$ cat config.mk
export PLATFORM = sky130hd
export DESIGN_NAME = etp_top
export DESIGN_NICKNAME = d
export VERILOG_FILES = /design/src/design/etp_pkg.sv /design/src/design/etp_ch_if.sv /design/src/design/etp_channel.sv /design/src/design/etp_top.sv
export SDC_FILE = /design/constraint.sdc
export NUM_CORES = 1
export LEC_CHECK = 0
export BUFFER_PORTS_ARGS = -buffer_cell sky130_fd_sc_hd__buf_2
export CAP_MARGIN = 20
export CORE_UTILIZATION = 47
export DETAILED_ROUTE_END_ITERATION = 7
export GPL_TIMING_DRIVEN = 0
export PLACE_DENSITY = 0.66
export SLEW_MARGIN = 10
export SYNTH_ARGS = -nofsm -noshare
export SYNTH_HDL_FRONTEND = slang
export SYNTH_SLANG_ARGS = --single-unit
$ cat constraint.sdc
create_clock -name I_CLK -period 5 [get_ports I_CLK]
set_clock_uncertainty 0.1 [all_clocks]
set_input_delay 0.5 -clock I_CLK [delete_from_list [all_inputs] [get_ports I_CLK]]
set_output_delay 0.5 -clock I_CLK [all_outputs]
set_load 0.1 [all_outputs]
$ cat src/design/etp_pkg.sv
// constants and types shared by the timer pwm / pulse / capture block
`default_nettype none

package etp_pkg;

  // ****************************************
  // widths
  // ****************************************
  localparam int CNT_W = 10;        // counter and compare width
  localparam int CH_CFG_W = 6;      // channel config register width
  localparam int FLAG_W = 3;        // a, b, period flags

  // ****************************************
  // apb register byte addresses
  // ****************************************
  localparam logic [7:0] ADDR_CTRL = 8'h00;
  localparam logic [7:0] ADDR_CHA = 8'h04;
  localparam logic [7:0] ADDR_CHB = 8'h08;
  localparam logic [7:0] ADDR_CMPA = 8'h0C;
  localparam logic [7:0] ADDR_CMPB = 8'h10;
  localparam logic [7:0] ADDR_FLAG = 8'h14;
  localparam logic [7:0] ADDR_COUNT = 8'h18;

  // ****************************************
  // field positions
  // ****************************************
  localparam int CTRL_RUN = 0;      // run_bit
  localparam int CTRL_CLR = 1;      // counter_clear_select
  localparam int CTRL_ALIGN = 2;    // alignment_select, 2 bits
  localparam int CTRL_PCODE = 4;    // period_code, 3 bits
  localparam int CTRL_PRESC = 8;    // timer clock prescale, 2 bits
  localparam int CH_MODE = 0;       // channel mode, 2 bits
  localparam int CH_CTL = 2;        // output control, 2 bits
  localparam int CH_INIT = 4;       // output initial state
  localparam int CH_POL = 5;        // output polarity
  localparam int FLAG_A = 0;
  localparam int FLAG_B = 1;
  localparam int FLAG_P = 2;

  // ****************************************
  // reset values and timing counts
  // ****************************************
  localparam logic [31:0] RD_RESET = 32'h0000_0000;
  localparam logic [5:0] PRESC_M1 = 6'h00;   // tick every cycle
  localparam logic [5:0] PRESC_M4 = 6'h03;
  localparam logic [5:0] PRESC_M16 = 6'h0F;
  localparam logic [5:0] PRESC_M64 = 6'h3F;
  localparam logic [6:0] STEP_LOW = 7'h7F;   // 128 counts per code step
  localparam logic [9:0] CENTRE_TOP_MAX = 10'h3FF;
  localparam logic [1:0] ALIGN_CENTRE = 2'h3;
  localparam logic [1:0] CTL_LOW = 2'h0;
  localparam logic [1:0] CTL_HIGH = 2'h1;
  localparam logic [1:0] CTL_PULSE = 2'h3;

  // ****************************************
  // enumerations
  // ****************************************
  typedef enum logic [1:0] {
    MODE_CMP = 2'b00,
    MODE_CAP = 2'b01,
    MODE_PWM = 2'b10,
    MODE_TC = 2'b11
  } etp_mode_t;

  typedef enum logic [1:0] {
    OP_IDLE = 2'b00,
    OP_PWM = 2'b01,
    OP_PULSE = 2'b10,
    OP_CAP = 2'b11
  } etp_op_t;

  typedef enum logic [1:0] {
    EDGE_RISE = 2'b00,
    EDGE_FALL = 2'b01,
    EDGE_BOTH = 2'b10,
    EDGE_OFF = 2'b11
  } etp_edge_t;

endpackage : etp_pkg

`default_nettype wire

$ cat src/design/etp_ch_if.sv
// signals between the timer core and one output / capture channel
`default_nettype none

interface etp_ch_if
  import etp_pkg::*;
();
  etp_op_t op;          // decoded operating mode
  logic [1:0] ctl;      // output control / capture edge code
  logic init;           // initial state, selects active level
  logic pol;            // inverts the shaped waveform
  logic wave;           // raw active phase from the core
  logic allow;          // pin may be driven as an output
  logic pin_in;         // sampled pin level
  logic cap_evt;        // capture strobe back to the core
  logic pin_out;        // pin drive level
  logic pin_oe;         // pin drive enable

  modport core (
    output op, ctl, init, pol, wave, allow, pin_in,
    input cap_evt, pin_out, pin_oe
  );
  modport chan (
    input op, ctl, init, pol, wave, allow, pin_in,
    output cap_evt, pin_out, pin_oe
  );
endinterface : etp_ch_if

`default_nettype wire

$ cat src/design/etp_channel.sv
// one channel: capture edge detector and output pin shaping
`default_nettype none

module etp_channel
  import etp_pkg::*;
(
  // clock and reset
  input wire logic i_clk,
  input wire logic i_rst_b,
  // link to the core
  etp_ch_if.chan ch
);

  // ****************************************
  // capture edge detection
  // ****************************************
  logic pin_prev_reg;   // pin level one cycle ago
  logic hit;            // selected edge seen
  logic lvl;            // shaped waveform level

  // pin is synchronous already, so one stage is enough for edges
  always_ff @(posedge i_clk or negedge i_rst_b)
  begin
    if (!i_rst_b)
      pin_prev_reg <= 1'b0;
    else
      pin_prev_reg <= ch.pin_in;
  end

  always_comb
  begin
    hit = 1'b0;
    unique case (etp_edge_t'(ch.ctl))
      EDGE_RISE: hit = ch.pin_in & ~pin_prev_reg;
      EDGE_FALL: hit = ~ch.pin_in & pin_prev_reg;
      EDGE_BOTH: hit = ch.pin_in ^ pin_prev_reg;
      EDGE_OFF: hit = 1'b0;
    endcase
  end

  assign ch.cap_evt = (ch.op == OP_CAP) & hit;

  // ****************************************
  // output shaping
  // ****************************************
  // init picks level, pol inverts
  assign lvl = (ch.wave ? ch.init : ~ch.init) ^ ch.pol;

  // registered so the pin never glitches on compare decode
  always_ff @(posedge i_clk or negedge i_rst_b)
  begin
    if (!i_rst_b)
    begin
      ch.pin_out <= 1'b0;
      ch.pin_oe <= 1'b0;
    end
    else if ((ch.op == OP_PWM || ch.op == OP_PULSE) && ch.allow)
    begin
      ch.pin_oe <= 1'b1;
      if (ch.ctl == CTL_LOW)
        ch.pin_out <= 1'b0;
      else if (ch.ctl == CTL_HIGH)
        ch.pin_out <= 1'b1;
      else
        ch.pin_out <= lvl;
    end
    else
    begin
      ch.pin_out <= 1'b0;
      ch.pin_oe <= 1'b0;
    end
  end

endmodule : etp_channel

`default_nettype wire

$ cat src/design/etp_top.sv
// timer top: apb registers, counter, pwm, single pulse and capture
//
// The address map and the APB slave port were decided locally.
`default_nettype none

module etp_top
  import etp_pkg::*;
(
  // clock and reset
  input wire logic I_CLK,
  input wire logic I_RST_B,
  // apb slave
  input wire logic I_PSEL,
  input wire logic I_PENABLE,
  input wire logic I_PWRITE,
  input wire logic [7:0] I_PADDR,
  input wire logic [31:0] I_PWDATA,
  output logic [31:0] O_PRDATA,
  output logic O_PREADY,
  output logic O_PSLVERR,
  // external trigger
  input wire logic I_TRIG,
  // channel a pin
  input wire logic I_CHA_PIN,
  output logic O_CHA_PIN,
  output logic O_CHA_PIN_OE,
  // channel b pin
  input wire logic I_CHB_PIN,
  output logic O_CHB_PIN,
  output logic O_CHB_PIN_OE
);

  // ****************************************
  // state
  // ****************************************
  // ten bit counter and compares
  logic [CNT_W-1:0] cnt_reg, cnt_next;
  logic [CNT_W-1:0] cmp_reg [2];      // compare / capture a, b
  logic [CH_CFG_W-1:0] cfg_reg [2];   // channel config a, b
  logic down_reg, down_next;          // centre mode direction
  logic run_reg, run_next;            // run_bit
  logic clr_sel_reg;                  // counter_clear_select
  logic [1:0] align_reg;              // alignment_select
  logic [2:0] pcode_reg;              // period_code
  logic [1:0] presc_reg;              // timer clock prescale
  logic [FLAG_W-1:0] flag_reg;        // match and period flags
  logic pulse_b_reg;                  // output b pulse active
  logic trig_prev_reg;                // trigger level last cycle
  logic [5:0] div_reg;                // prescale divider
  logic [31:0] prdata_reg;            // read data register

  // ****************************************
  // decode
  // ****************************************
  etp_op_t op;                 // decoded operating mode
  logic [5:0] div_mask;        // prescale mask
  logic tick;                  // one-cycle timer clock enable
  logic cnt_en;                // counter advances this cycle
  logic run_rise;              // run bit about to rise
  logic centre;                // centre aligned pwm
  logic [CNT_W-1:0] per_m1;    // last count of an edge period
  logic [CNT_W-1:0] top;       // turn point of centre count
  logic wrap;                  // edge style wrap to zero
  logic zero_hit;              // centre down count reaches zero
  logic match_a, match_b;      // compare equal on a tick
  logic trig_edge;             // trigger rising edge
  logic wr_en, rd_setup;       // apb phases
  logic addr_ok;               // mapped address
  logic [31:0] rd_mux;         // read data before register
  logic [FLAG_W-1:0] flag_set; // hardware flag sets
  logic [1:0] cap_evt;         // capture strobes
  logic [1:0] wave;            // raw waveforms

  assign wr_en = I_PSEL & I_PENABLE & I_PWRITE;
  assign rd_setup = I_PSEL & ~I_PENABLE;

  always_comb
  begin
    op = OP_IDLE;
    unique case (etp_mode_t'(cfg_reg[0][CH_MODE +: 2]))
      MODE_PWM:
        // both controls 11 gives single pulse
        if (cfg_reg[1][CH_MODE +: 2] == MODE_PWM)
          op = (cfg_reg[0][CH_CTL +: 2] == CTL_PULSE &&
                cfg_reg[1][CH_CTL +: 2] == CTL_PULSE) ?
               OP_PULSE : OP_PWM;
      MODE_CAP:
        if (cfg_reg[1][CH_MODE +: 2] == MODE_CAP)
          op = OP_CAP;
      MODE_CMP, MODE_TC: op = OP_IDLE;
    endcase
  end

  // prescale choice; the divider runs free so ticks stay regular
  always_comb
  begin
    unique case (presc_reg)
      2'b00: div_mask = PRESC_M1;
      2'b01: div_mask = PRESC_M4;
      2'b10: div_mask = PRESC_M16;
      2'b11: div_mask = PRESC_M64;
    endcase
  end

  assign tick = (div_reg & div_mask) == 6'h00;
  assign cnt_en = run_reg & tick;
  assign run_rise = run_next & ~run_reg;
  assign trig_edge = I_TRIG & ~trig_prev_reg;

  assign centre = (op == OP_PWM) && (align_reg == ALIGN_CENTRE);

  // code times 128, code zero wraps to 1024
  assign per_m1 = (op == OP_PWM && clr_sel_reg) ?
                  CNT_W'(cmp_reg[0] - 10'h001) :
                  {3'(pcode_reg - 3'h1), STEP_LOW};

  // centre top per code, zero gives 1023
  // clear-select high turns at compare a
  always_comb
  begin
    if (clr_sel_reg)
      top = (cmp_reg[0] == 10'h000) ? 10'h001 : cmp_reg[0];
    else if (pcode_reg == 3'h0)
      top = CENTRE_TOP_MAX;
    else
      top = {pcode_reg, 7'h00};
  end

  assign match_a = cnt_en & (cnt_reg == cmp_reg[0]);
  assign match_b = cnt_en & (cnt_reg == cmp_reg[1]);

  // ****************************************
  // counter
  // ****************************************
  always_comb
  begin
    cnt_next = cnt_reg;
    down_next = down_reg;
    wrap = 1'b0;
    zero_hit = 1'b0;
    if (run_rise)
    begin
      cnt_next = '0;
      down_next = 1'b0;
    end
    else if (cnt_en && centre)
    begin
      // up to top, then back down
      if (!down_reg)
      begin
        if (cnt_reg >= top)
        begin
          down_next = 1'b1;
          cnt_next = CNT_W'(cnt_reg - 10'h001);
        end
        else
          cnt_next = CNT_W'(cnt_reg + 10'h001);
      end
      else
      begin
        cnt_next = CNT_W'(cnt_reg - 10'h001);
        if (cnt_reg == 10'h001)
        begin
          down_next = 1'b0;
          zero_hit = 1'b1;
        end
      end
    end
    else if (cnt_en)
    begin
      if (op != OP_PULSE && cnt_reg == per_m1)
      begin
        // capture wraps at the period too
        cnt_next = '0;
        wrap = 1'b1;
      end
      else
        cnt_next = CNT_W'(cnt_reg + 10'h001);
    end
  end

  // counter and direction hold while run is low
  always_ff @(posedge I_CLK or negedge I_RST_B)
  begin
    if (!I_RST_B)
    begin
      cnt_reg <= '0;
      down_reg <= 1'b0;
      div_reg <= 6'h00;
    end
    else
    begin
      cnt_reg <= cnt_next;
      down_reg <= down_next;
      div_reg <= 6'(div_reg + 6'h01);
    end
  end

  // ****************************************
  // run bit
  // ****************************************
  // later lines win: the trigger set beats every clear
  always_comb
  begin
    run_next = run_reg;
    if (wr_en && I_PADDR == ADDR_CTRL)
      run_next = I_PWDATA[CTRL_RUN];
    if (op == OP_PULSE && match_a)
      run_next = 1'b0;
    if (op == OP_PULSE && trig_edge)
      run_next = 1'b1;
  end

  always_ff @(posedge I_CLK or negedge I_RST_B)
  begin
    if (!I_RST_B)
    begin
      run_reg <= 1'b0;
      trig_prev_reg <= 1'b0;
      pulse_b_reg <= 1'b0;
    end
    else
    begin
      run_reg <= run_next;
      trig_prev_reg <= I_TRIG;
      // run low ends output b too
      if (!run_next)
        pulse_b_reg <= 1'b0;
      else if (op == OP_PULSE && match_b)
        pulse_b_reg <= 1'b1;
    end
  end

  // ****************************************
  // flags
  // ****************************************
  always_comb
  begin
    flag_set = '0;
    unique case (op)
      OP_PWM:
      begin
        // clear-select high, edge aligned: a match is the wrap
        flag_set[FLAG_A] = (clr_sel_reg && !centre) ? wrap : match_a;
        flag_set[FLAG_B] = match_b;
        flag_set[FLAG_P] = centre ? zero_hit : (wrap & ~clr_sel_reg);
      end
      OP_PULSE:
      begin
        flag_set[FLAG_A] = match_a;
        flag_set[FLAG_B] = match_b;
      end
      OP_CAP:
      begin
        flag_set[FLAG_A] = cap_evt[0];
        flag_set[FLAG_B] = cap_evt[1];
        flag_set[FLAG_P] = wrap;
      end
      OP_IDLE: flag_set = '0;
    endcase
  end

  // write one to clear; a set in the same cycle wins
  always_ff @(posedge I_CLK or negedge I_RST_B)
  begin
    if (!I_RST_B)
      flag_reg <= '0;
    else if (wr_en && I_PADDR == ADDR_FLAG)
      flag_reg <= (flag_reg & ~I_PWDATA[FLAG_W-1:0]) | flag_set;
    else
      flag_reg <= flag_reg | flag_set;
  end

  // ****************************************
  // configuration registers
  // ****************************************
  always_ff @(posedge I_CLK or negedge I_RST_B)
  begin
    if (!I_RST_B)
    begin
      clr_sel_reg <= 1'b0;
      align_reg <= 2'b00;
      pcode_reg <= 3'h0;
      presc_reg <= 2'b00;
    end
    else if (wr_en && I_PADDR == ADDR_CTRL)
    begin
      clr_sel_reg <= I_PWDATA[CTRL_CLR];
      align_reg <= I_PWDATA[CTRL_ALIGN +: 2];
      pcode_reg <= I_PWDATA[CTRL_PCODE +: 3];
      presc_reg <= I_PWDATA[CTRL_PRESC +: 2];
    end
  end

  // ****************************************
  // channels
  // ****************************************
  etp_ch_if ch_if [2] ();

  for (genvar i = 0; i < 2; i++)
  begin : g_ch
    logic full;   // duty reaches the period

    // channel config, written by software only
    always_ff @(posedge I_CLK or negedge I_RST_B)
    begin
      if (!I_RST_B)
        cfg_reg[i] <= '0;
      else if (wr_en && I_PADDR == (i == 0 ? ADDR_CHA : ADDR_CHB))
        cfg_reg[i] <= I_PWDATA[CH_CFG_W-1:0];
    end

    always_ff @(posedge I_CLK or negedge I_RST_B)
    begin
      if (!I_RST_B)
        cmp_reg[i] <= '0;
      else if (cap_evt[i])
        cmp_reg[i] <= cnt_reg;
      else if (wr_en && I_PADDR == (i == 0 ? ADDR_CMPA : ADDR_CMPB))
        cmp_reg[i] <= I_PWDATA[CNT_W-1:0];
    end

    // duty at or past period stays active
    assign full = centre ? (cmp_reg[i] > top) : (cmp_reg[i] > per_m1);

    // all edge waves start at count zero
    // output a follows run in pulse mode
    assign wave[i] = (op == OP_PULSE) ?
                     (i == 0 ? run_reg : pulse_b_reg) :
                     (full | (cnt_reg < cmp_reg[i]));

    assign ch_if[i].op = op;
    assign ch_if[i].ctl = cfg_reg[i][CH_CTL +: 2];
    assign ch_if[i].init = cfg_reg[i][CH_INIT];
    assign ch_if[i].pol = cfg_reg[i][CH_POL];
    assign ch_if[i].wave = wave[i];
    // pin a not driven in pwm mode with clear-select high
    assign ch_if[i].allow = (i != 0) || !(op == OP_PWM && clr_sel_reg);
    assign cap_evt[i] = ch_if[i].cap_evt;

    etp_channel u_ch (
      .i_clk(I_CLK),
      .i_rst_b(I_RST_B),
      .ch(ch_if[i])
    );
  end

  assign ch_if[0].pin_in = I_CHA_PIN;
  assign ch_if[1].pin_in = I_CHB_PIN;
  assign O_CHA_PIN = ch_if[0].pin_out;
  assign O_CHA_PIN_OE = ch_if[0].pin_oe;
  assign O_CHB_PIN = ch_if[1].pin_out;
  assign O_CHB_PIN_OE = ch_if[1].pin_oe;

  // ****************************************
  // apb read path
  // ****************************************
  // read data is taken in the setup cycle so it leaves a flop
  always_comb
  begin
    rd_mux = RD_RESET;
    addr_ok = 1'b1;
    unique case (I_PADDR)
      ADDR_CTRL:
      begin
        rd_mux[CTRL_RUN] = run_reg;
        rd_mux[CTRL_CLR] = clr_sel_reg;
        rd_mux[CTRL_ALIGN +: 2] = align_reg;
        rd_mux[CTRL_PCODE +: 3] = pcode_reg;
        rd_mux[CTRL_PRESC +: 2] = presc_reg;
      end
      ADDR_CHA: rd_mux[CH_CFG_W-1:0] = cfg_reg[0];
      ADDR_CHB: rd_mux[CH_CFG_W-1:0] = cfg_reg[1];
      ADDR_CMPA: rd_mux[CNT_W-1:0] = cmp_reg[0];
      ADDR_CMPB: rd_mux[CNT_W-1:0] = cmp_reg[1];
      ADDR_FLAG: rd_mux[FLAG_W-1:0] = flag_reg;
      ADDR_COUNT: rd_mux[CNT_W-1:0] = cnt_reg;
      default: addr_ok = 1'b0;
    endcase
  end

  always_ff @(posedge I_CLK or negedge I_RST_B)
  begin
    if (!I_RST_B)
      prdata_reg <= RD_RESET;
    else if (rd_setup)
      prdata_reg <= rd_mux;
  end

  // zero wait states; unmapped addresses answer with an error
  assign O_PRDATA = prdata_reg;
  assign O_PREADY = 1'b1;
  assign O_PSLVERR = I_PSEL & I_PENABLE & ~addr_ok;
endmodule : etp_top

`default_nettype wire

==> results.json <==
{
  "hold_class": "in2async",
  "vias_per_cell": 6.00,
  "min_period_over_period_pct": 93.7,
  "dp_worst_setup_slack_ps": -106,
  "place_congestion": 0.940,
  "drive_above_1_share_pct": 13.7,
  "dp_hpwl_mm": 16.2,
  "crit_path_max_fanout": 10,
  "synthCells": 789,
  "overflow": 0,
  "start_util_pct": 48.1,
  "synth_cell_types": 71,
  "ir_drop_uv": 186,
  "synthFlopType": "dfrtp_1",
  "insertion_delay_ps": 340,
  "fin_ws_ps": 314,
  "cp.required_ps": 5110,
  "period_needed_ps": 4690,
  "coreArea_um2": 13900,
  "cp_cell_sequence": "clkbuf_1 -> nand4_1 -> o21ai_0 -> inv_1 -> ha_1 -> buf_2 -> nand2_1 -> clkbuf_1 -> o21ai_0 -> ha_1 -> o2111ai_1 -> or4_1 -> a31oi_2 -> or3_1 -> a31oi_1",
  "seq_area_frac_synth_pct": 29.6,
  "rsz0062_at_grt": "false",
  "synth_area_um2": 6680,
  "die_h_um": 121,
  "cp-endpoint": "g_ch[1].u_ch.ch.pin_out",
  "fin_cells": 1046,
  "max_stage_delay_ps": 550,
  "route.detailed.drc": 0,
  "synth_edf_count": 0,
  "worst_hold_slack_ps": 25.5,
  "nets": 985,
  "largest_reg_flops": 20,
  "cp_top_family": "compound AO/OA/AOI/OAI gates",
  "slew_viol_final": 0,
  "vias": 6281,
  "leakage_nw": 3.54,
  "slew-limit-headroom_pct": 40.9,
  "io_pins": 86,
  "root_buffer": "clkbuf_16",
  "status": "finished, final reports clean",
  "syn_area_per_cell_um2": 8.46,
  "ant_nets": 0,
  "multiInputGateArea_um2": 4300,
  "cts_made_buffers": 9,
  "drt-total-wl_mm": 20.6,
  "power_per_cell_area_nw_per_um2": 289,
  "crit_buf_inv": 4,
  "grt_max_degree": 42,
  "syn_to_final_growth_pct": 13.6,
  "async_flop_share_pct": 100,
  "setup_viol": 0,
  "finalHoldViolCount": 0,
  "first_pass_iters": 8,
  "worstMarginPinSlew_ps": 886,
  "cp-start-kind": "flip-flop",
  "cts_max_path_buffers": 2,
  "cp.arrival_ps": 4800,
  "numPortBuffers": 39,
  "n_antenna_cell": 0,
  "fmax_mhz": 213,
  "cpMaxStageDelayCell": "or4_1",
  "cp-end-kind": "flip-flop",
  "crit_type": "reg2reg",
  "register_area_um2": 1980,
  "rr_endpoint": "g_ch[1].u_ch.ch.pin_out",
  "fillerInstances": 1346,
  "cts_sinks": 79,
  "rows": 43,
  "grt_pass1_wl_mm": 31.5,
  "gr-usage-all-layers_pct": 28.9,
  "cts_tree": "built",
  "worstReg2RegStart": "cfg_reg[3]",
  "die_area_um2": 14700,
  "clkTransAtPathRegs_ps": 70,
  "dp_cells": 1030,
  "fp.dieW_um": 121,
  "htree_levels": 3,
  "antenna_found_initial": 0,
  "ys_ff_latch": 79,
  "yosys_warnings": 0,
  "reg2regPathDepth": 15,
  "drtIter0Drc": 673,
  "routedWlPerCell_um": 19.7,
  "startpoint": "cfg_reg[3]",
  "grt_pass1_vias": 5730,
  "rrSetupSlack_ps": 310,
  "path_depth": 15,
  "cap_violations": 0
}
## cell usage in the layout, fill, tap and decap left out, types with 5 or more instances in the layout
cell | synthesis | routed
and3_1 | 11 | 11
nand3_1 | 23 | 23
a21o_1 | 13 | 13
nor4_1 | 5 | 5
xnor2_1 | 14 | 14
nand4_1 | 12 | 12
buf_2 | 2 | 41
nand2b_1 | 6 | 6
o21a_1 | 6 | 6
mux2i_1 | 15 | 15
a222oi_1 | 6 | 6
nand2_1 | 80 | 80
a21oi_1 | 56 | 56
a31oi_1 | 12 | 11
clkbuf_1 | 30 | 31
o22ai_1 | 7 | 7
o211ai_1 | 7 | 7
nor2b_1 | 9 | 9
dfrtp_1 | 79 | 79
nor2_1 | 47 | 47
clkbuf_16 | 0 | 9
buf_4 | 24 | 25
or3_1 | 6 | 6
a211oi_1 | 5 | 5
conb_1 | 2 | 23
inv_1 | 46 | 46
o21ai_0 | 61 | 60
mux2_2 | 26 | 26
nor3_1 | 19 | 19
ha_1 | 76 | 76
## layer usage
layer  share of wire [%]  vias up  track usage, %  wire, µm
met5                   0        -               0         0
met1                  43     2976            38.8      8930
li1                    -     2982               -         -
met2                  45      281            44.6      9190
met4                 3.6        0            14.1       745
met3                 8.5       42            5.22      1750
## repair_timing
| item | 4_1_cts | 5_1_grt |
|---|---|---|
| hold buffers | 0 | 0 |
| gates resized for setup | 1 | 3 |
| endpoints found under the setup margin | 1 | 7 |
| setup buffers | 0 | 0 |
## logic make-up (layout without fill, tap and decap cells)
kind of cell,Yosys count,after routing,synth area share (%)
multiplexers,42,42,6.80
AND/OR/NAND/NOR,244,244,18.3
XOR/XNOR,18,18,2.36
flip-flops,79,79,29.6
other,2,23,0.113
adder cells (fa/ha/maj),76,76,14.2
AO/OA/AOI/OAI,221,221,21.2
buffers and inverters,107,163,7.40
## worst min path at each step
| stage | start | to | slack [ps] | cells past startpoint |
|---|---|---|---|---|
| 2_1_floorplan | I_RST_B | O_PRDATA[0] | 100 | 0 |
| 3_3_place_gp | div_reg[5] | div_reg[5] | 360 | 1 |
| 3_5_place_dp | div_reg[5] | div_reg[5] | 360 | 1 |
| 4_1_cts | I_RST_B | cnt_reg[1] | 40 | 1 |
| 5_1_grt | I_RST_B | cnt_reg[2] | 70 | 1 |
| 6_report | I_RST_B | cnt_reg[1] | 30 | 1 |
## report_power, final
group / leakage (nW) / internal (mW) / switching (mW) / total (mW)
clock network: 0.179 / 0.544 / 0.273 / 0.817
logic: 2.35 / 0.218 / 0.400 / 0.618
registers: 1.01 / 0.669 / 0.0903 / 0.760
## per-stage QoR
step                      util (%)  cell area, µm²  power, mW  TNS, ps
after floorplan                  -            6750       1.18        0
after global placement        51.7            7170       1.36     -203
after detailed placement      51.8            7200       1.37     -106
after CTS                     54.5            7570       2.19        0
after global routing          54.6            7580       2.30        0
final                         54.6            7580       2.19        0
## cell type report
type	instances	share of cell area, %
Buffer	61	4.26
Clock inverter	6	1.85
Clock buffer	10	3.02
Multi-Input combinational cell	624	56.7
Tap cell	180	2.97
Sequential cell	79	26.1
Inverter	46	2.28
Timing Repair Buffer	40	2.87
## cells in the mapped netlist (3+ instances only)
| cell | n | area, µm² |
|---|---|---|
| a211oi_1 | 5 | 37.5 |
| a21boi_0 | 3 | 22.5 |
| a21o_1 | 13 | 97.6 |
| a21oi_1 | 56 | 280 |
| a221oi_1 | 3 | 26.3 |
| a222oi_1 | 6 | 60.1 |
| a31oi_1 | 12 | 75.1 |
| a32oi_1 | 3 | 26.3 |
| and2_1 | 4 | 25.0 |
| and3_1 | 11 | 68.8 |
| buf_1 | 5 | 18.8 |
| buf_4 | 24 | 180 |
| clkbuf_1 | 30 | 113 |
| dfrtp_1 | 79 | 1980 |
| ha_1 | 76 | 951 |
| inv_1 | 46 | 173 |
| mux2_2 | 26 | 293 |
| mux2i_1 | 15 | 150 |
| nand2_1 | 80 | 300 |
| nand2b_1 | 6 | 37.5 |
| nand3_1 | 23 | 115 |
| nand3b_1 | 4 | 30.0 |
| nand4_1 | 12 | 75.1 |
| nor2_1 | 47 | 176 |
| nor2b_1 | 9 | 56.3 |
| nor3_1 | 19 | 95.1 |
| nor4_1 | 5 | 31.3 |
| o2111ai_1 | 4 | 35.0 |
| o211ai_1 | 7 | 52.6 |
| o21a_1 | 6 | 45.0 |
| o21ai_0 | 61 | 305 |
| o21ai_1 | 3 | 15.0 |
| o21bai_1 | 3 | 22.5 |
| o22ai_1 | 7 | 43.8 |
| o311ai_0 | 4 | 35.0 |
| o31a_1 | 4 | 35.0 |
| o41ai_1 | 3 | 26.3 |
| or3_1 | 6 | 37.5 |
| xnor2_1 | 14 | 123 |
| xor2_1 | 4 | 35.0 |
No activity file was read; power rests on OpenSTA's default activity.
